File: config.mk
export PLATFORM = sky130hd
export DESIGN_NAME = dac_cmp_ctrl
export DESIGN_NICKNAME = d
export VERILOG_FILES = /design/src/core/dac_cmp_pkg.sv /design/src/core/dac_cmp_ctrl.sv
export VERILOG_INCLUDE_DIRS = /design/src /design/src/core
export SDC_FILE = /design/constraint.sdc
export NUM_CORES = 1
export LEC_CHECK = 0
export ABC_CLOCK_PERIOD_IN_PS = 2400
export BUFFER_PORTS_ARGS = -buffer_cell sky130_fd_sc_hd__buf_2
export CORE_ASPECT_RATIO = 1.75
export CORE_UTILIZATION = 50
export CTS_CLUSTER_DIAMETER = 150
export DETAILED_ROUTE_END_ITERATION = 6
export MAX_ROUTING_LAYER = met4
export PLACE_DENSITY = 0.74
export SYNTH_ARGS = -nofsm -noshare
export SYNTH_HDL_FRONTEND = slang
export SYNTH_SLANG_ARGS = --single-unit
File: constraint.sdc
create_clock -name core_clk -period 2.4 [get_ports core_clk]
set_input_delay 0.12 -clock core_clk [delete_from_list [all_inputs] [get_ports core_clk]]
set_output_delay 0.12 -clock core_clk [all_outputs]
set_load 0.05 [all_outputs]
File: src/core/dac_cmp_params.svh
// Register offsets, field positions and reset values of the converter and comparator control.
`ifndef DAC_CMP_PARAMS_SVH
`define DAC_CMP_PARAMS_SVH
`define OFF_CONV_EN_SRC 8'h00
`define OFF_CONV_LEVEL 8'h01
`define OFF_CMP1_CTRL0 8'h02
`define OFF_CMP1_CTRL1 8'h03
`define OFF_CMP1_PSEL 8'h04
`define OFF_CMP2_CTRL0 8'h05
`define OFF_CMP2_CTRL1 8'h06
`define OFF_CMP2_PSEL 8'h07
`define OFF_RESULT_MIRROR 8'h08
`define OFF_EVENT_FLAGS 8'h09
`define BIT_ON 7
`define BIT_PIN_ONE 5
`define BIT_PIN_TWO 4
`define BIT_SRC_LO 2
`define BIT_RES 6
`define BIT_POL 4
`define BIT_HYS 1
`define BIT_SYNC 0
`define BIT_INTP 1
`define BIT_INTN 0
`define MASK_CONV_EN_SRC 8'hbc
`define MASK_CONV_LEVEL 8'h1f
`define MASK_CTRL0_W 8'h93
`define MASK_CTRL1 8'h03
`define MASK_PSEL 8'h07
`define RST_REG 8'h00
`define SRC_RESERVED 2'h3
`endif

File: src/core/dac_cmp_pkg.sv
// Types shared by the converter and comparator control.
package dac_cmp_pkg;
  typedef struct packed {
    logic [7:0] addr;
    logic [7:0] wdata;
    logic wr;
    logic rd;
  } reg_req_s;
  typedef struct packed {
    logic on;
    logic [1:0] source;
    logic [4:0] code;
    logic pin_one;
    logic pin_two;
  } conv_ctrl_s;
  typedef struct packed {
    logic on;
    logic invert;
    logic hyst;
    logic [2:0] pos_channel;
  } cmp_ctrl_s;
endpackage

File: src/core/dac_cmp_ctrl.sv
// Converter and comparator control block with its register port.
//
// How it works
// - converter_on bit turns converter on.
// - five-bit level_code selects thirty-two levels.
// - source choice: supply, external pin, fixed reference.
// - pin enables connect level to pins.
// - level pin overrides digital driver, pull-up.
// - port read of level pin returns zero.
// - Sleep and wake leave converter untouched.
// - reset disables converter, clears code, pins.
// - unimplemented converter bits read as zero.
// - raw result high when plus above minus.
// - result_invert bit inverts the result.
// - comparator_on enables, clear gives lowest current.
// - result in own bit and shared mirror.
// - internal result latched every instruction cycle.
// - second comparator updates on oscillator rising edge.
// - second comparator offers low-power reference input.
// - hysteresis_on bit adds input hysteresis.
// - sync mode latches on Timer1 clock fall.
// - edge enables set comparator_event_flag.
// - first comparator control bit layout, zero reset.
`include "dac_cmp_params.svh"
`timescale 1ns/1ps
`default_nettype none
module dac_cmp_ctrl (
  input wire logic core_clk,
  input wire logic nrst,
  input wire dac_cmp_pkg::reg_req_s req,
  output logic [7:0] rdata,
  input wire logic [1:0] raw_compare,
  input wire logic low_freq_internal_osc,
  input wire logic timer1_src_clk,
  input wire logic sleep_mode,
  input wire logic [1:0] pin_read_in,
  output dac_cmp_pkg::conv_ctrl_s conv_ctrl,
  output dac_cmp_pkg::cmp_ctrl_s cmp1_ctrl,
  output dac_cmp_pkg::cmp_ctrl_s cmp2_ctrl,
  output logic [1:0] pin_digital_override,
  output logic [1:0] pin_read_value,
  output logic [1:0] comparator_result_bit,
  output logic [1:0] result_to_pin,
  output logic [1:0] result_to_timer1,
  output logic [1:0] comparator_event_flag
);
  import dac_cmp_pkg::*;

  // Register storage.
  logic [7:0] conv_en_src;
  logic [7:0] conv_level;
  logic [7:0] ctrl0 [2];
  logic [7:0] ctrl1 [2];
  logic [7:0] psel [2];
  logic [1:0] flags;
  // Synchronisers: stage one feeds stage two only.
  logic [1:0] cmp_s1, cmp_s2;
  logic osc_s1, osc_s2, osc_d;
  logic t1_s1, t1_s2, t1_d;
  logic [1:0] latched, latched_d, sync_out;
  logic c2_held;
  logic [1:0] pin_s1, pin_s2;
  // Start-up mask: edge detectors stay quiet until their history flops hold real samples.
  logic [2:0] warm;

  // A write to a converter register; the reserved source code is kept out of hardware.
  wire wr_conv0 = req.wr && req.addr == `OFF_CONV_EN_SRC;
  wire wr_conv1 = req.wr && req.addr == `OFF_CONV_LEVEL;
  wire [1:0] wr_src = req.wdata[`BIT_SRC_LO +: 2];
  wire src_ok = wr_src != `SRC_RESERVED;
  wire [7:0] next_conv_en_src = src_ok ? (req.wdata & `MASK_CONV_EN_SRC)
    : ((req.wdata & `MASK_CONV_EN_SRC & 8'hf3) | (conv_en_src & 8'h0c));
  wire wr_flags = req.wr && req.addr == `OFF_EVENT_FLAGS;

  // Edge detection of the oscillator and Timer1 source clock after synchronisers.
  // The history flop resets low whatever the pin does, so a pin that idles high
  // would fake a rising edge just after reset; warm[2] holds the detectors off.
  wire osc_rise = warm[2] && osc_s2 && !osc_d;
  wire t1_fall = warm[2] && !t1_s2 && t1_d;

  // Output after polarity, gated off while the comparator is disabled.
  function automatic logic apply_pol(input logic raw, input logic [7:0] c0);
    apply_pol = c0[`BIT_ON] & (raw ^ c0[`BIT_POL]);
  endfunction

  // The second comparator only takes a fresh sample on an oscillator rising edge.
  wire c1_now = apply_pol(cmp_s2[0], ctrl0[0]);
  wire c2_now = apply_pol(c2_held, ctrl0[1]);
  wire [1:0] result_now = {c2_now, c1_now};

  // Pin path is unlatched unless sync mode asks for the Timer1 copy.
  wire [1:0] sync_on = {ctrl0[1][`BIT_SYNC], ctrl0[0][`BIT_SYNC]};
  wire [1:0] next_pin_result = (sync_on & sync_out) | (~sync_on & result_now);
  wire [1:0] next_timer1_result = (sync_on & sync_out) | (~sync_on & latched);

  // Edge events chosen by the per-comparator enables.
  wire [1:0] rise = latched & ~latched_d;
  wire [1:0] fall = ~latched & latched_d;
  wire [1:0] ev = (rise & {ctrl1[1][`BIT_INTP], ctrl1[0][`BIT_INTP]})
    | (fall & {ctrl1[1][`BIT_INTN], ctrl1[0][`BIT_INTN]});

  // Read data mux; unmapped addresses read zero.
  function automatic logic [7:0] ctrl0_read(input logic [7:0] c0, input logic res);
    ctrl0_read = (c0 & `MASK_CTRL0_W) | (8'(res) << `BIT_RES);
  endfunction
  logic [7:0] next_rdata;
  always_comb begin
    unique case (req.addr)
      `OFF_CONV_EN_SRC: next_rdata = conv_en_src;
      `OFF_CONV_LEVEL: next_rdata = conv_level;
      `OFF_CMP1_CTRL0: next_rdata = ctrl0_read(ctrl0[0], latched[0]);
      `OFF_CMP1_CTRL1: next_rdata = ctrl1[0];
      `OFF_CMP1_PSEL: next_rdata = psel[0];
      `OFF_CMP2_CTRL0: next_rdata = ctrl0_read(ctrl0[1], latched[1]);
      `OFF_CMP2_CTRL1: next_rdata = ctrl1[1];
      `OFF_CMP2_PSEL: next_rdata = psel[1];
      `OFF_RESULT_MIRROR: next_rdata = {6'h00, latched};
      `OFF_EVENT_FLAGS: next_rdata = {6'h00, flags};
      default: next_rdata = 8'h00;
    endcase
  end

  // Converter registers: sleep does not touch them, only reset clears them.
  always_ff @(posedge core_clk or negedge nrst) begin
    if (!nrst) begin
      conv_en_src <= `RST_REG;
      conv_level <= `RST_REG;
    end else begin
      if (wr_conv0) begin
        conv_en_src <= next_conv_en_src;
      end
      if (wr_conv1) begin
        conv_level <= req.wdata & `MASK_CONV_LEVEL;
      end
    end
  end

  // Comparator control registers, one set per comparator.
  always_ff @(posedge core_clk or negedge nrst) begin
    if (!nrst) begin
      for (int i = 0; i < 2; i++) begin
        ctrl0[i] <= `RST_REG;
        ctrl1[i] <= `RST_REG;
        psel[i] <= `RST_REG;
      end
    end else if (req.wr) begin
      for (int i = 0; i < 2; i++) begin
        if (req.addr == `OFF_CMP1_CTRL0 + 8'(3 * i)) ctrl0[i] <= req.wdata & `MASK_CTRL0_W;
        if (req.addr == `OFF_CMP1_CTRL1 + 8'(3 * i)) ctrl1[i] <= req.wdata & `MASK_CTRL1;
        if (req.addr == `OFF_CMP1_PSEL + 8'(3 * i)) psel[i] <= req.wdata & `MASK_PSEL;
      end
    end
  end

  // Synchronisers for the raw results and the two foreign clocks.
  always_ff @(posedge core_clk or negedge nrst) begin
    if (!nrst) begin
      cmp_s1 <= 2'h0;
      cmp_s2 <= 2'h0;
      osc_s1 <= 1'b0;
      osc_s2 <= 1'b0;
      osc_d <= 1'b0;
      t1_s1 <= 1'b0;
      t1_s2 <= 1'b0;
      t1_d <= 1'b0;
      pin_s1 <= 2'h0;
      pin_s2 <= 2'h0;
      warm <= 3'h0;
    end else begin
      cmp_s1 <= raw_compare;
      cmp_s2 <= cmp_s1;
      osc_s1 <= low_freq_internal_osc;
      osc_s2 <= osc_s1;
      osc_d <= osc_s2;
      t1_s1 <= timer1_src_clk;
      t1_s2 <= t1_s1;
      t1_d <= t1_s2;
      pin_s1 <= pin_read_in;
      pin_s2 <= pin_s1;
      warm <= {warm[1:0], 1'b1};
    end
  end

  // Result latching, event flags and Timer1 synchronised copy.
  always_ff @(posedge core_clk or negedge nrst) begin
    if (!nrst) begin
      c2_held <= 1'b0;
      latched <= 2'h0;
      latched_d <= 2'h0;
      sync_out <= 2'h0;
      flags <= 2'h0;
    end else begin
      if (osc_rise) c2_held <= cmp_s2[1];
      latched <= result_now;
      latched_d <= latched;
      if (t1_fall) sync_out <= latched;
      // A new edge wins over a software clear in the same cycle.
      flags <= ((wr_flags ? flags & ~req.wdata[1:0] : flags)) | ev;
    end
  end

  // Read data stands for one cycle only, so a stale value never lingers on the bus.
  always_ff @(posedge core_clk or negedge nrst) begin
    if (!nrst) begin
      rdata <= 8'h00;
    end else begin
      rdata <= req.rd ? next_rdata : 8'h00;
    end
  end

  // Converter outputs towards the analog core and the pin logic.
  always_ff @(posedge core_clk or negedge nrst) begin
    if (!nrst) begin
      conv_ctrl <= '0;
      pin_digital_override <= 2'h0;
      pin_read_value <= 2'h0;
    end else begin
      conv_ctrl.on <= conv_en_src[`BIT_ON];
      conv_ctrl.source <= conv_en_src[`BIT_SRC_LO +: 2];
      conv_ctrl.code <= conv_level[4:0];
      conv_ctrl.pin_one <= conv_en_src[`BIT_PIN_ONE];
      conv_ctrl.pin_two <= conv_en_src[`BIT_PIN_TWO];
      pin_digital_override <= {conv_en_src[`BIT_PIN_TWO], conv_en_src[`BIT_PIN_ONE]};
      pin_read_value <= pin_s2 & ~{conv_en_src[`BIT_PIN_TWO], conv_en_src[`BIT_PIN_ONE]};
    end
  end

  // Comparator outputs; hysteresis and channel are only passed on to the analog core.
  always_ff @(posedge core_clk or negedge nrst) begin
    if (!nrst) begin
      cmp1_ctrl <= '0;
      cmp2_ctrl <= '0;
      comparator_result_bit <= 2'h0;
      result_to_pin <= 2'h0;
      result_to_timer1 <= 2'h0;
      comparator_event_flag <= 2'h0;
    end else begin
      cmp1_ctrl <= '{ctrl0[0][`BIT_ON], ctrl0[0][`BIT_POL], ctrl0[0][`BIT_HYS], psel[0][2:0]};
      cmp2_ctrl <= '{ctrl0[1][`BIT_ON], ctrl0[1][`BIT_POL], ctrl0[1][`BIT_HYS], psel[1][2:0]};
      comparator_result_bit <= latched;
      result_to_pin <= next_pin_result;
      result_to_timer1 <= next_timer1_result;
      comparator_event_flag <= flags;
    end
  end
endmodule
`default_nettype wire

======== Word level (Yosys, flattened, before mapping) ========
Cells that the tools add are included.
storage, ports and cells
  input bits .............................. 27
  output and inout bits ................... 42
  bits in registers ....................... 97
  logic and storage cells ................. 98
cells by class
  equal/unequal tests ..................... 10
  reduce and logical (&&, ||, !) cells .... 16
  multiplexer cells ....................... 4
  bitwise gates (word level) .............. 25
operators with widths
  operator                                              number
  case mux 8 bit (10 select lines)                      1
  equality test 8 x 3 -> 1 bit (second input constant)  4
  bitwise AND 2 bit                                     9
  equality test 8 x 2 -> 1 bit (second input constant)  2
  equality test 8 x 4 -> 1 bit (second input constant)  2
  2-to-1 mux 8 bit                                      2
  bitwise OR 8 x 7 -> 8 bit                             2
  AND reduction 2 bit                                   6
  NOT 2 bit                                             5
  equality test 8 x 1 -> 1 bit (second input constant)  1
  logical NOT 8 bit                                     1
  bitwise OR 2 bit                                      4
  bitwise OR 8 x 4 -> 8 bit                             1
  logical AND 1 bit                                     7
  bitwise AND 1 bit                                     2
  logical NOT 1 bit                                     2
  2-to-1 mux 2 bit                                      1
  != test 2 bit (second input constant)                 1
  XOR 1 bit                                             2

======== Longest topological paths before layout ========
Gate-level depths: netlist of run 1.
  depth after elaboration ................. 5
  mapped depth ............................ 5

======== Worst setup path after synthesis of run 1 ========
Ideal clock, no wire load.
  path type ............................... input -> register
  start ................................... input req[15] (netlist bit)
  end ..................................... register psel[10] (netlist bit)
  data arrival time ....................... 1.358 ns
  stages .................................. 4
  path slack .............................. 0.915 ns
  buffers on the path ..................... 0
  library setup time ...................... 0.127 ns
  required time ........................... 2.273 ns
  cell sequence ........................... or4_4 -> nor3_4 -> nand3_2 -> mux2_1
between the ends
  longest elaborated chain between the ends .. 2
RTL lines
  item                                  line                 source
  start: declaration                    dac_cmp_ctrl.sv:30   input wire dac_cmp_pkg::reg_req_s req,
  equality test 8 x 3 -> 1 bit          dac_cmp_ctrl.sv:150  if (req.addr == `OFF_CMP1_PSEL + 8'(3 * i)) psel[i] <= req.wdata & `MASK_PSEL;
  AND reduction 2 bit (no source line)  --
  end signal: indexed assignment        dac_cmp_ctrl.sv:144  psel[i] <= `RST_REG;
  end signal: indexed assignment        dac_cmp_ctrl.sv:150
  end: declaration                      dac_cmp_ctrl.sv:54   logic [7:0] psel [2];
No other way between the ends.
A chain may end at the register's enable or synchronous reset.

======== Final worst setup path of run 1 ========
  start ................................... input req[15] (netlist bit)
  end ..................................... register psel[2] (netlist bit)
The elaborated chain is that of the path after synthesis.

==> results of run 1 <==
## flip-flops by register name, indices dropped and copies added (netlist names), 3 cells and up
register     flops
cmp1_ctrl        6
conv_en_src      5
ctrl1            4
rdata            8
psel             6
ctrl0            8
cmp2_ctrl        6
warm             3
conv_level       5
conv_ctrl        9
## final cells by class
cell class              instances  area share [%]
flip-flops and latches         92           55.37
multi-input cells             127           23.38
repair buffers                 74           10.17
clock buffers                  10           5.748
well taps                      82           2.468
clock inverters                 5           2.407
inverters                       5          0.4514
## kinds of logic after synthesis
| group | share of synthesized area [%] |
|---|---|
| multiplexers | 11.31 |
| AO/OA/AOI/OAI | 6.501 |
| flip-flops | 69.15 |
| XOR/XNOR | 0.5262 |
| buffers and inverters | 1.653 |
| other | 0.1126 |
| AND/OR/NAND/NOR | 10.75 |
## layer usage
metal	part of all wire (%)	wire [um]	vias up
met5	0	0	-
met2	52	3297	79
li1	-	-	976
met1	40	2533	1031
met4	3.6	228	0
met3	4.7	297	15
## report_power, final
| group | switching [mW] | internal [mW] |
|---|---|---|
| registers | 0.0389 | 1.62 |
| clock network | 0.526 | 1.03 |
| logic | 0.195 | 0.0830 |
| total | 0.760 | 2.74 |
## worst max-delay path by stage
| stage | slack, ns | endpoint | startpoint | cells after the start |
|---|---|---|---|---|
| after global routing | 0.80 | rdata[2]$_DFF_PN0_ | req[15] | 5 |
| after floorplan | 0.91 | psel[10]$_DFFE_PN0P_ | req[15] | 4 |
| after detailed placement | 0.58 | psel[2]$_DFFE_PN0P_ | req[15] | 5 |
| after CTS | 0.94 | psel[2]$_DFFE_PN0P_ | req[15] | 5 |
| after global placement | 0.60 | psel[0]$_DFFE_PN0P_ | req[15] | 5 |
| final | 0.90 | psel[2]$_DFFE_PN0P_ | req[15] | 5 |
## worst max-delay path, cell delays in order
cell,delay (ns)
buf_2,0.11
nor4_2,0.55
nand3_1,0.17
nor2_1,0.38
mux2_2,0.39
## placed cells by master (no fill, tap or decap), drive strengths merged, types with 3 or more instances in the layout
master,instances
nand3b,4
dfrtp,92
mux2,30
a21oi,5
inv,5
nor3,3
nor2b,4
nand3,11
nor2,8
dlygate4sd3,7
o21ai,9
buf,67
nand2,15
clkbuf,10
nand4,3
a31oi,4
bufinv,3
## repair_timing
| item | 4_1_cts | 5_1_grt |
|---|---|---|
| resized for setup | 0 | 0 |
| endpoints found under the hold margin | 58 | 0 |
| hold buffers | 7 | 0 |
==> results.toml, run 1 <==
[status]
status = "finished clean"

[detailed_routing]
drt-pass1-iter-count = 6
detail-route-antenna-nets = 0
drc_errors = 0
first_iter_violations = 84
routed_via_density = 5.319
wl_per_cell_um = 16.09
routed_wl_um = 6357
via_count = 2101

[cells_and_area]
drive_gt1_share_pct = 35.14
fill_cells = 478
final-seq-area_mm2 = 0.002302
fin_util_pct = 64.06
n_antenna_cell = 0
multi_input_area_um2 = 972.2
final_cells = 395
syn_to_final_growth_pct = 24.88
nets = 336
fin_area_mm2 = 0.004158

[yosys]
yosys.cell_count.top_type = "dfrtp_1"
syn_nets = 258
ys_warn_count = 0
syn-mean-instance-area_um2 = 14.41
synth_common_cells = "dfrtp_1 (92), nand2_1 (15), mux2_2 (14), mux2_1 (11)"
netlist_instances = 231
ys_seq_area_share_pct = 69.15
synth_area_leader_cell = "dfrtp_1"
mappedNetlistArea_mm2 = 0.003329
synth.top_cell.area_share_pct = 69.15
synthDistinctLibCells = 46
yosys_most_used_dff = "dfrtp_1"
ys_ff_latch = 92
synth-edff-count = 0
async_flop_share_pct = 100.0
yosys-top-cells-area = "dfrtp_1 (69%), mux2_2 (4.7%), mux2_1 (3.7%)"

[timing]
post-route-min-period_ns = 1.499
period_share_pct = 62.48
maxSlewViolCount = 0
clock_skew_ns = 0.004708
timing.fmax_mhz = 666.9
hold_ws_ns = 0.01438
finalHoldViolCount = 0
worstMarginPinSlew_ns = 0.6629
setup_viol = 0
finalWorstSetupSlack_ns = 0.9006
max-slew-margin-rel_pct = 55.81
rsz0062_at_grt = "false"
setup_tns_ns = 0

[cts]
cts_num_sinks = 92
insertion_delay_ns = 0.33
tritoncts = "yes"
h-tree-depth = 3
clk_pin_slew_worst_paths_ns = 0.06
post-cts-setup-buffers = 0
cts_made_buffers = 9
cts-root-buf = "clkbuf_16"
cts_max_path_buffers = 2

[global_route]
use_met3_pct = 5.394
antenna_found_initial = 0
grt_pass1_vias = 2066
met2_usage_pct = 33.59
use_met1_pct = 23.07
gr-usage-all-layers_pct = 20.86
grt_first_pass_wirelength_um = 10070
grt_busiest_layer = "met2"
grt_max_degree = 54
grt_remaining_overflow = 0

[worst_setup_path]
start_kind = "input port"
ff2ff_setup_slack_ns = 1.19
cp.arrival_ns = 1.72
reg2reg_depth = 4
worstSetupPathType = "in2reg"
rr_startpoint = "ctrl0[9]$_DFFE_PN0P_"
cp.required_ns = 2.62
r2r-end = "rdata[1]$_DFF_PN0_"
end_kind = "flop"
crit_fanout = 5

[power_and_ir_drop]
pwr_density_cell_mw_per_mm2 = 841.4
leakagePower_nw = 2.146
power_mw = 3.498
ir_drop_uv = 649.1

[placement]
place_hpwl_um = 4509
placed_cells = 373
gp_congestion = 0.9143
post-place-ws_ns = 0.5782
io_buffers = 66
placed_area_mm2 = 0.003749

[worst_hold_path]
hold_class = "in2reg"
worstHoldStart = "req[7]"
hold-path-endpoint = "conv_en_src[5]$_DFFE_PN0P_"
hold_depth = 2

[job]
cap_viol_max_count = 0

[floorplanning]
std_cell_rows = 39
fp.dieW_um = 63.69
die_h_um = 110.0
io-pin-count = 69
core-area_mm2 = 0.006490
initial_core_util_pct = 51.30
dieArea_mm2 = 0.007002
No activity file was read; power rests on OpenSTA's default activity.
==> inputs of run 2 (changes only) <==
--- a/config.mk
+++ b/config.mk
@@ -6,10 +6,11 @@
 export SDC_FILE = /design/constraint.sdc
 export NUM_CORES = 1
 export LEC_CHECK = 0
-export ABC_CLOCK_PERIOD_IN_PS = 2400
+export ABC_AREA = 1
+export ABC_CLOCK_PERIOD_IN_PS = 1300
 export BUFFER_PORTS_ARGS = -buffer_cell sky130_fd_sc_hd__buf_2
 export CORE_ASPECT_RATIO = 1.75
-export CORE_UTILIZATION = 50
+export CORE_UTILIZATION = 48
 export CTS_CLUSTER_DIAMETER = 150
 export DETAILED_ROUTE_END_ITERATION = 6
 export MAX_ROUTING_LAYER = met4
==> constraint.sdc (replaced) <==
create_clock -name core_clk -period 1.3 [get_ports core_clk]
set_input_delay 0.065 -clock core_clk [delete_from_list [all_inputs] [get_ports core_clk]]
set_output_delay 0.065 -clock core_clk [all_outputs]
set_load 0.05 [all_outputs]
==> run 2 against run 1 <==
Die area increased by 5.2%. Area after synthesis up 1.1%. Non-clock buffer count increased by 5. Worst setup slack worse by 0.81 ns. Combinational power rose by 80%. Core utilization fell by 1.7 points. Critical path type unchanged. Critical endpoint is now rdata[3]$_DFF_PN0_. Highest routed layer unchanged.
==> results.toml, run 2 <==
[status]
status = "finished clean"

[worst_setup_path]
slowest_delay_ns = 0.53
end_kind = "flop"
cp.required_ns = 1.56
reg2reg_depth = 6
start_kind = "input port"
rr_startpoint = "latched[1]$_DFF_PN0_"
crit_chain = "dlygate4sd3_1 -> buf_2 -> inv_1 -> nor3_1 -> inv_1 -> a21oi_1"
crit_path_top_delay_cell = "dlygate4sd3_1"
crit_path_start = "req[0]"
worstSetupPathType = "in2reg"
crit_fanout = 3
ff2ff_setup_slack_ns = 0.22
r2r-end = "rdata[1]$_DFF_PN0_"
cp.arrival_ns = 1.47
cp_common_cell = "inv_1"

[cts]
h-tree-depth = 3
cts_num_sinks = 92
cts_max_path_buffers = 2
clk_pin_slew_worst_paths_ns = 0.06
post-cts-setup-buffers = 0
cts-root-buf = "clkbuf_16"
tritoncts = "yes"
cts_made_buffers = 9
insertion_delay_ns = 0.34

[floorplanning]
io-pin-count = 69
die_h_um = 112.8
core-area_mm2 = 0.006807
initial_core_util_pct = 49.47
fp.dieW_um = 65.31
dieArea_mm2 = 0.007367
std_cell_rows = 40

[global_route]
grt_first_pass_wirelength_um = 11270
grt_max_degree = 48
grt_pass1_vias = 2458
gr-usage-all-layers_pct = 21.86
antenna_found_initial = 0
grt_remaining_overflow = 0

[placement]
gp_congestion = 0.8851
io_buffers = 66
placed_area_mm2 = 0.003816
place_hpwl_um = 4818

[yosys]
ys_seq_area_share_pct = 68.38
synth_area_leader_cell = "dfrtp_1"
synthDistinctLibCells = 27
synth.top_cell.area_share_pct = 68.38
yosys_most_used_dff = "dfrtp_1"
syn-mean-instance-area_um2 = 10.83
ys_ff_latch = 92
synth-edff-count = 0
async_flop_share_pct = 100.0
netlist_instances = 311
yosys.cell_count.top_type = "dfrtp_1"
syn_nets = 338
mappedNetlistArea_mm2 = 0.003367
ys_warn_count = 0
synth_common_cells = "dfrtp_1 (92), nand2_1 (65), nor2_1 (27), inv_1 (26), o21ai_0 (21)"
yosys-top-cells-area = "dfrtp_1 (68%), nand2_1 (7.2%), o21ai_0 (3.1%)"

[detailed_routing]
wl_met1_um = 2391
top_layer = "met4"
via_count = 2445
drc_errors = 0
routed_via_density = 5.031
wl_per_cell_um = 13.83
met3WireLength_um = 290
first_iter_violations = 165
routed-wl-met2_um = 3724
drt-pass1-iter-count = 4
detail-route-antenna-nets = 0
routed_wl_um = 6722

[cells_and_area]
final-seq-area_mm2 = 0.002302
final_common_cell = "dfrtp_1"
fin_area_mm2 = 0.004243
multi_input_area_um2 = 912.1
syn_to_final_growth_pct = 26.01
fill_cells = 567
reg.largest.list = "conv_ctrl x9, ctrl0 x8, rdata x8"
drive_gt1_share_pct = 27.61
n_antenna_cell = 0
top_register = "conv_ctrl"
nets = 424
largest_reg_flops = 9
final_cell_mix = "dfrtp_1 (92), nand2_1 (65), buf_2 (65)"

[timing]
rsz0062_at_grt = "false"
setup_viol = 0
timing.fmax_mhz = 825.7
setup_tns_ns = 0
clock_skew_ns = 0.004932
finalHoldViolCount = 0
period_share_pct = 93.16
maxSlewViolCount = 0
post-route-min-period_ns = 1.211

[power_and_ir_drop]
leakagePower_nw = 2.205
pwr_density_cell_mw_per_mm2 = 1505
ir_drop_uv = 1089

[worst_hold_path]
hold_depth = 3
hold-path-endpoint = "conv_en_src[7]$_DFFE_PN0P_"
hold_class = "in2reg"
worstHoldStart = "req[9]"

[job]
cap_viol_max_count = 0
-- run 2: changes by cell type in the layout (fill, tap and decap cells not counted), moves of 12 or more --
| cell | delta |
|---|---|
| nand2_1 | +50 |
| o21ai_0 | +12 |
| inv_1 | +21 |
| nor2_1 | +21 |
| o21ai_1 | +12 |
| mux2_2 | -13 |
-- run 2: worst max path at each step --
stage	to	slack, ns
floorplan	flags[0]$_DFF_PN0_	0.33
global placement	rdata[3]$_DFF_PN0_	0.09
detailed placement	conv_level[2]$_DFFE_PN0P_	0.06
CTS	rdata[3]$_DFF_PN0_	0.12
global route	rdata[3]$_DFF_PN0_	0.008
finish	rdata[3]$_DFF_PN0_	0.09
-- run 2: metal layers --
metal,vias to the layer above,global-route usage [%]
met4,0,13.77
met2,62,36.63
met1,1185,21.77
met5,-,-
met3,26,5.948
li1,1172,-
-- run 2: cells by family (layout without fill, tap and decap cells) --
family	after synthesis	in the layout	synth area share [%]
AO/OA/AOI/OAI	40	40	6.875
buffers and inverters	35	126	4.533
flip-flops	92	92	68.38
multiplexers	1	1	0.3344
other	1	1	0.1114
AND/OR/NAND/NOR	142	142	19.77
-- run 2: power by group --
| group | internal [mW] | leakage [nW] | switching (mW) | total [mW] |
|---|---|---|---|---|
| Combinational | 0.134 | 0.837 | 0.367 | 0.501 |
| Sequential | 2.99 | 1.21 | 0.0686 | 3.05 |
| Clock | 1.79 | 0.158 | 1.04 | 2.83 |
-- run 2: per-stage QoR --
step                      instances  utilization, %  hold slack, ns  total power [mW]  setup slack (ns)
after floorplan                 311               -         -0.2306             3.387            0.3322
after global placement          461           56.07        -0.01214             3.574           0.08984
after detailed placement        461           56.07       -0.009037             3.590           0.05821
after CTS                       486           62.33         0.01647             6.464            0.1177
after global routing            486           62.33         0.05624             6.610          0.008010
final                           486           62.33         0.01608             6.385           0.08890
-- run 2: cell type report --
type / instances / share of cell area, %
flip-flops and latches: 92 / 54.26
repair buffers: 79 / 10.97
clock buffers: 11 / 5.957
multi-input cells: 184 / 21.50
clock inverters: 5 / 1.976
inverters: 31 / 2.861
well taps: 84 / 2.477
-- run 2: worst max-delay path, delay by kind of cell --
family | cells | cell delay (ns)
compound gates | 1 | 0.17
buf+inv | 4 | 0.89
simple gates | 1 | 0.35
-- run 2: what timing repair did --
action	CTS	global route
hold buffers	9	0
gates resized for setup	0	0
setup endpoints to repair	0	0
hold endpoints to repair	101	0
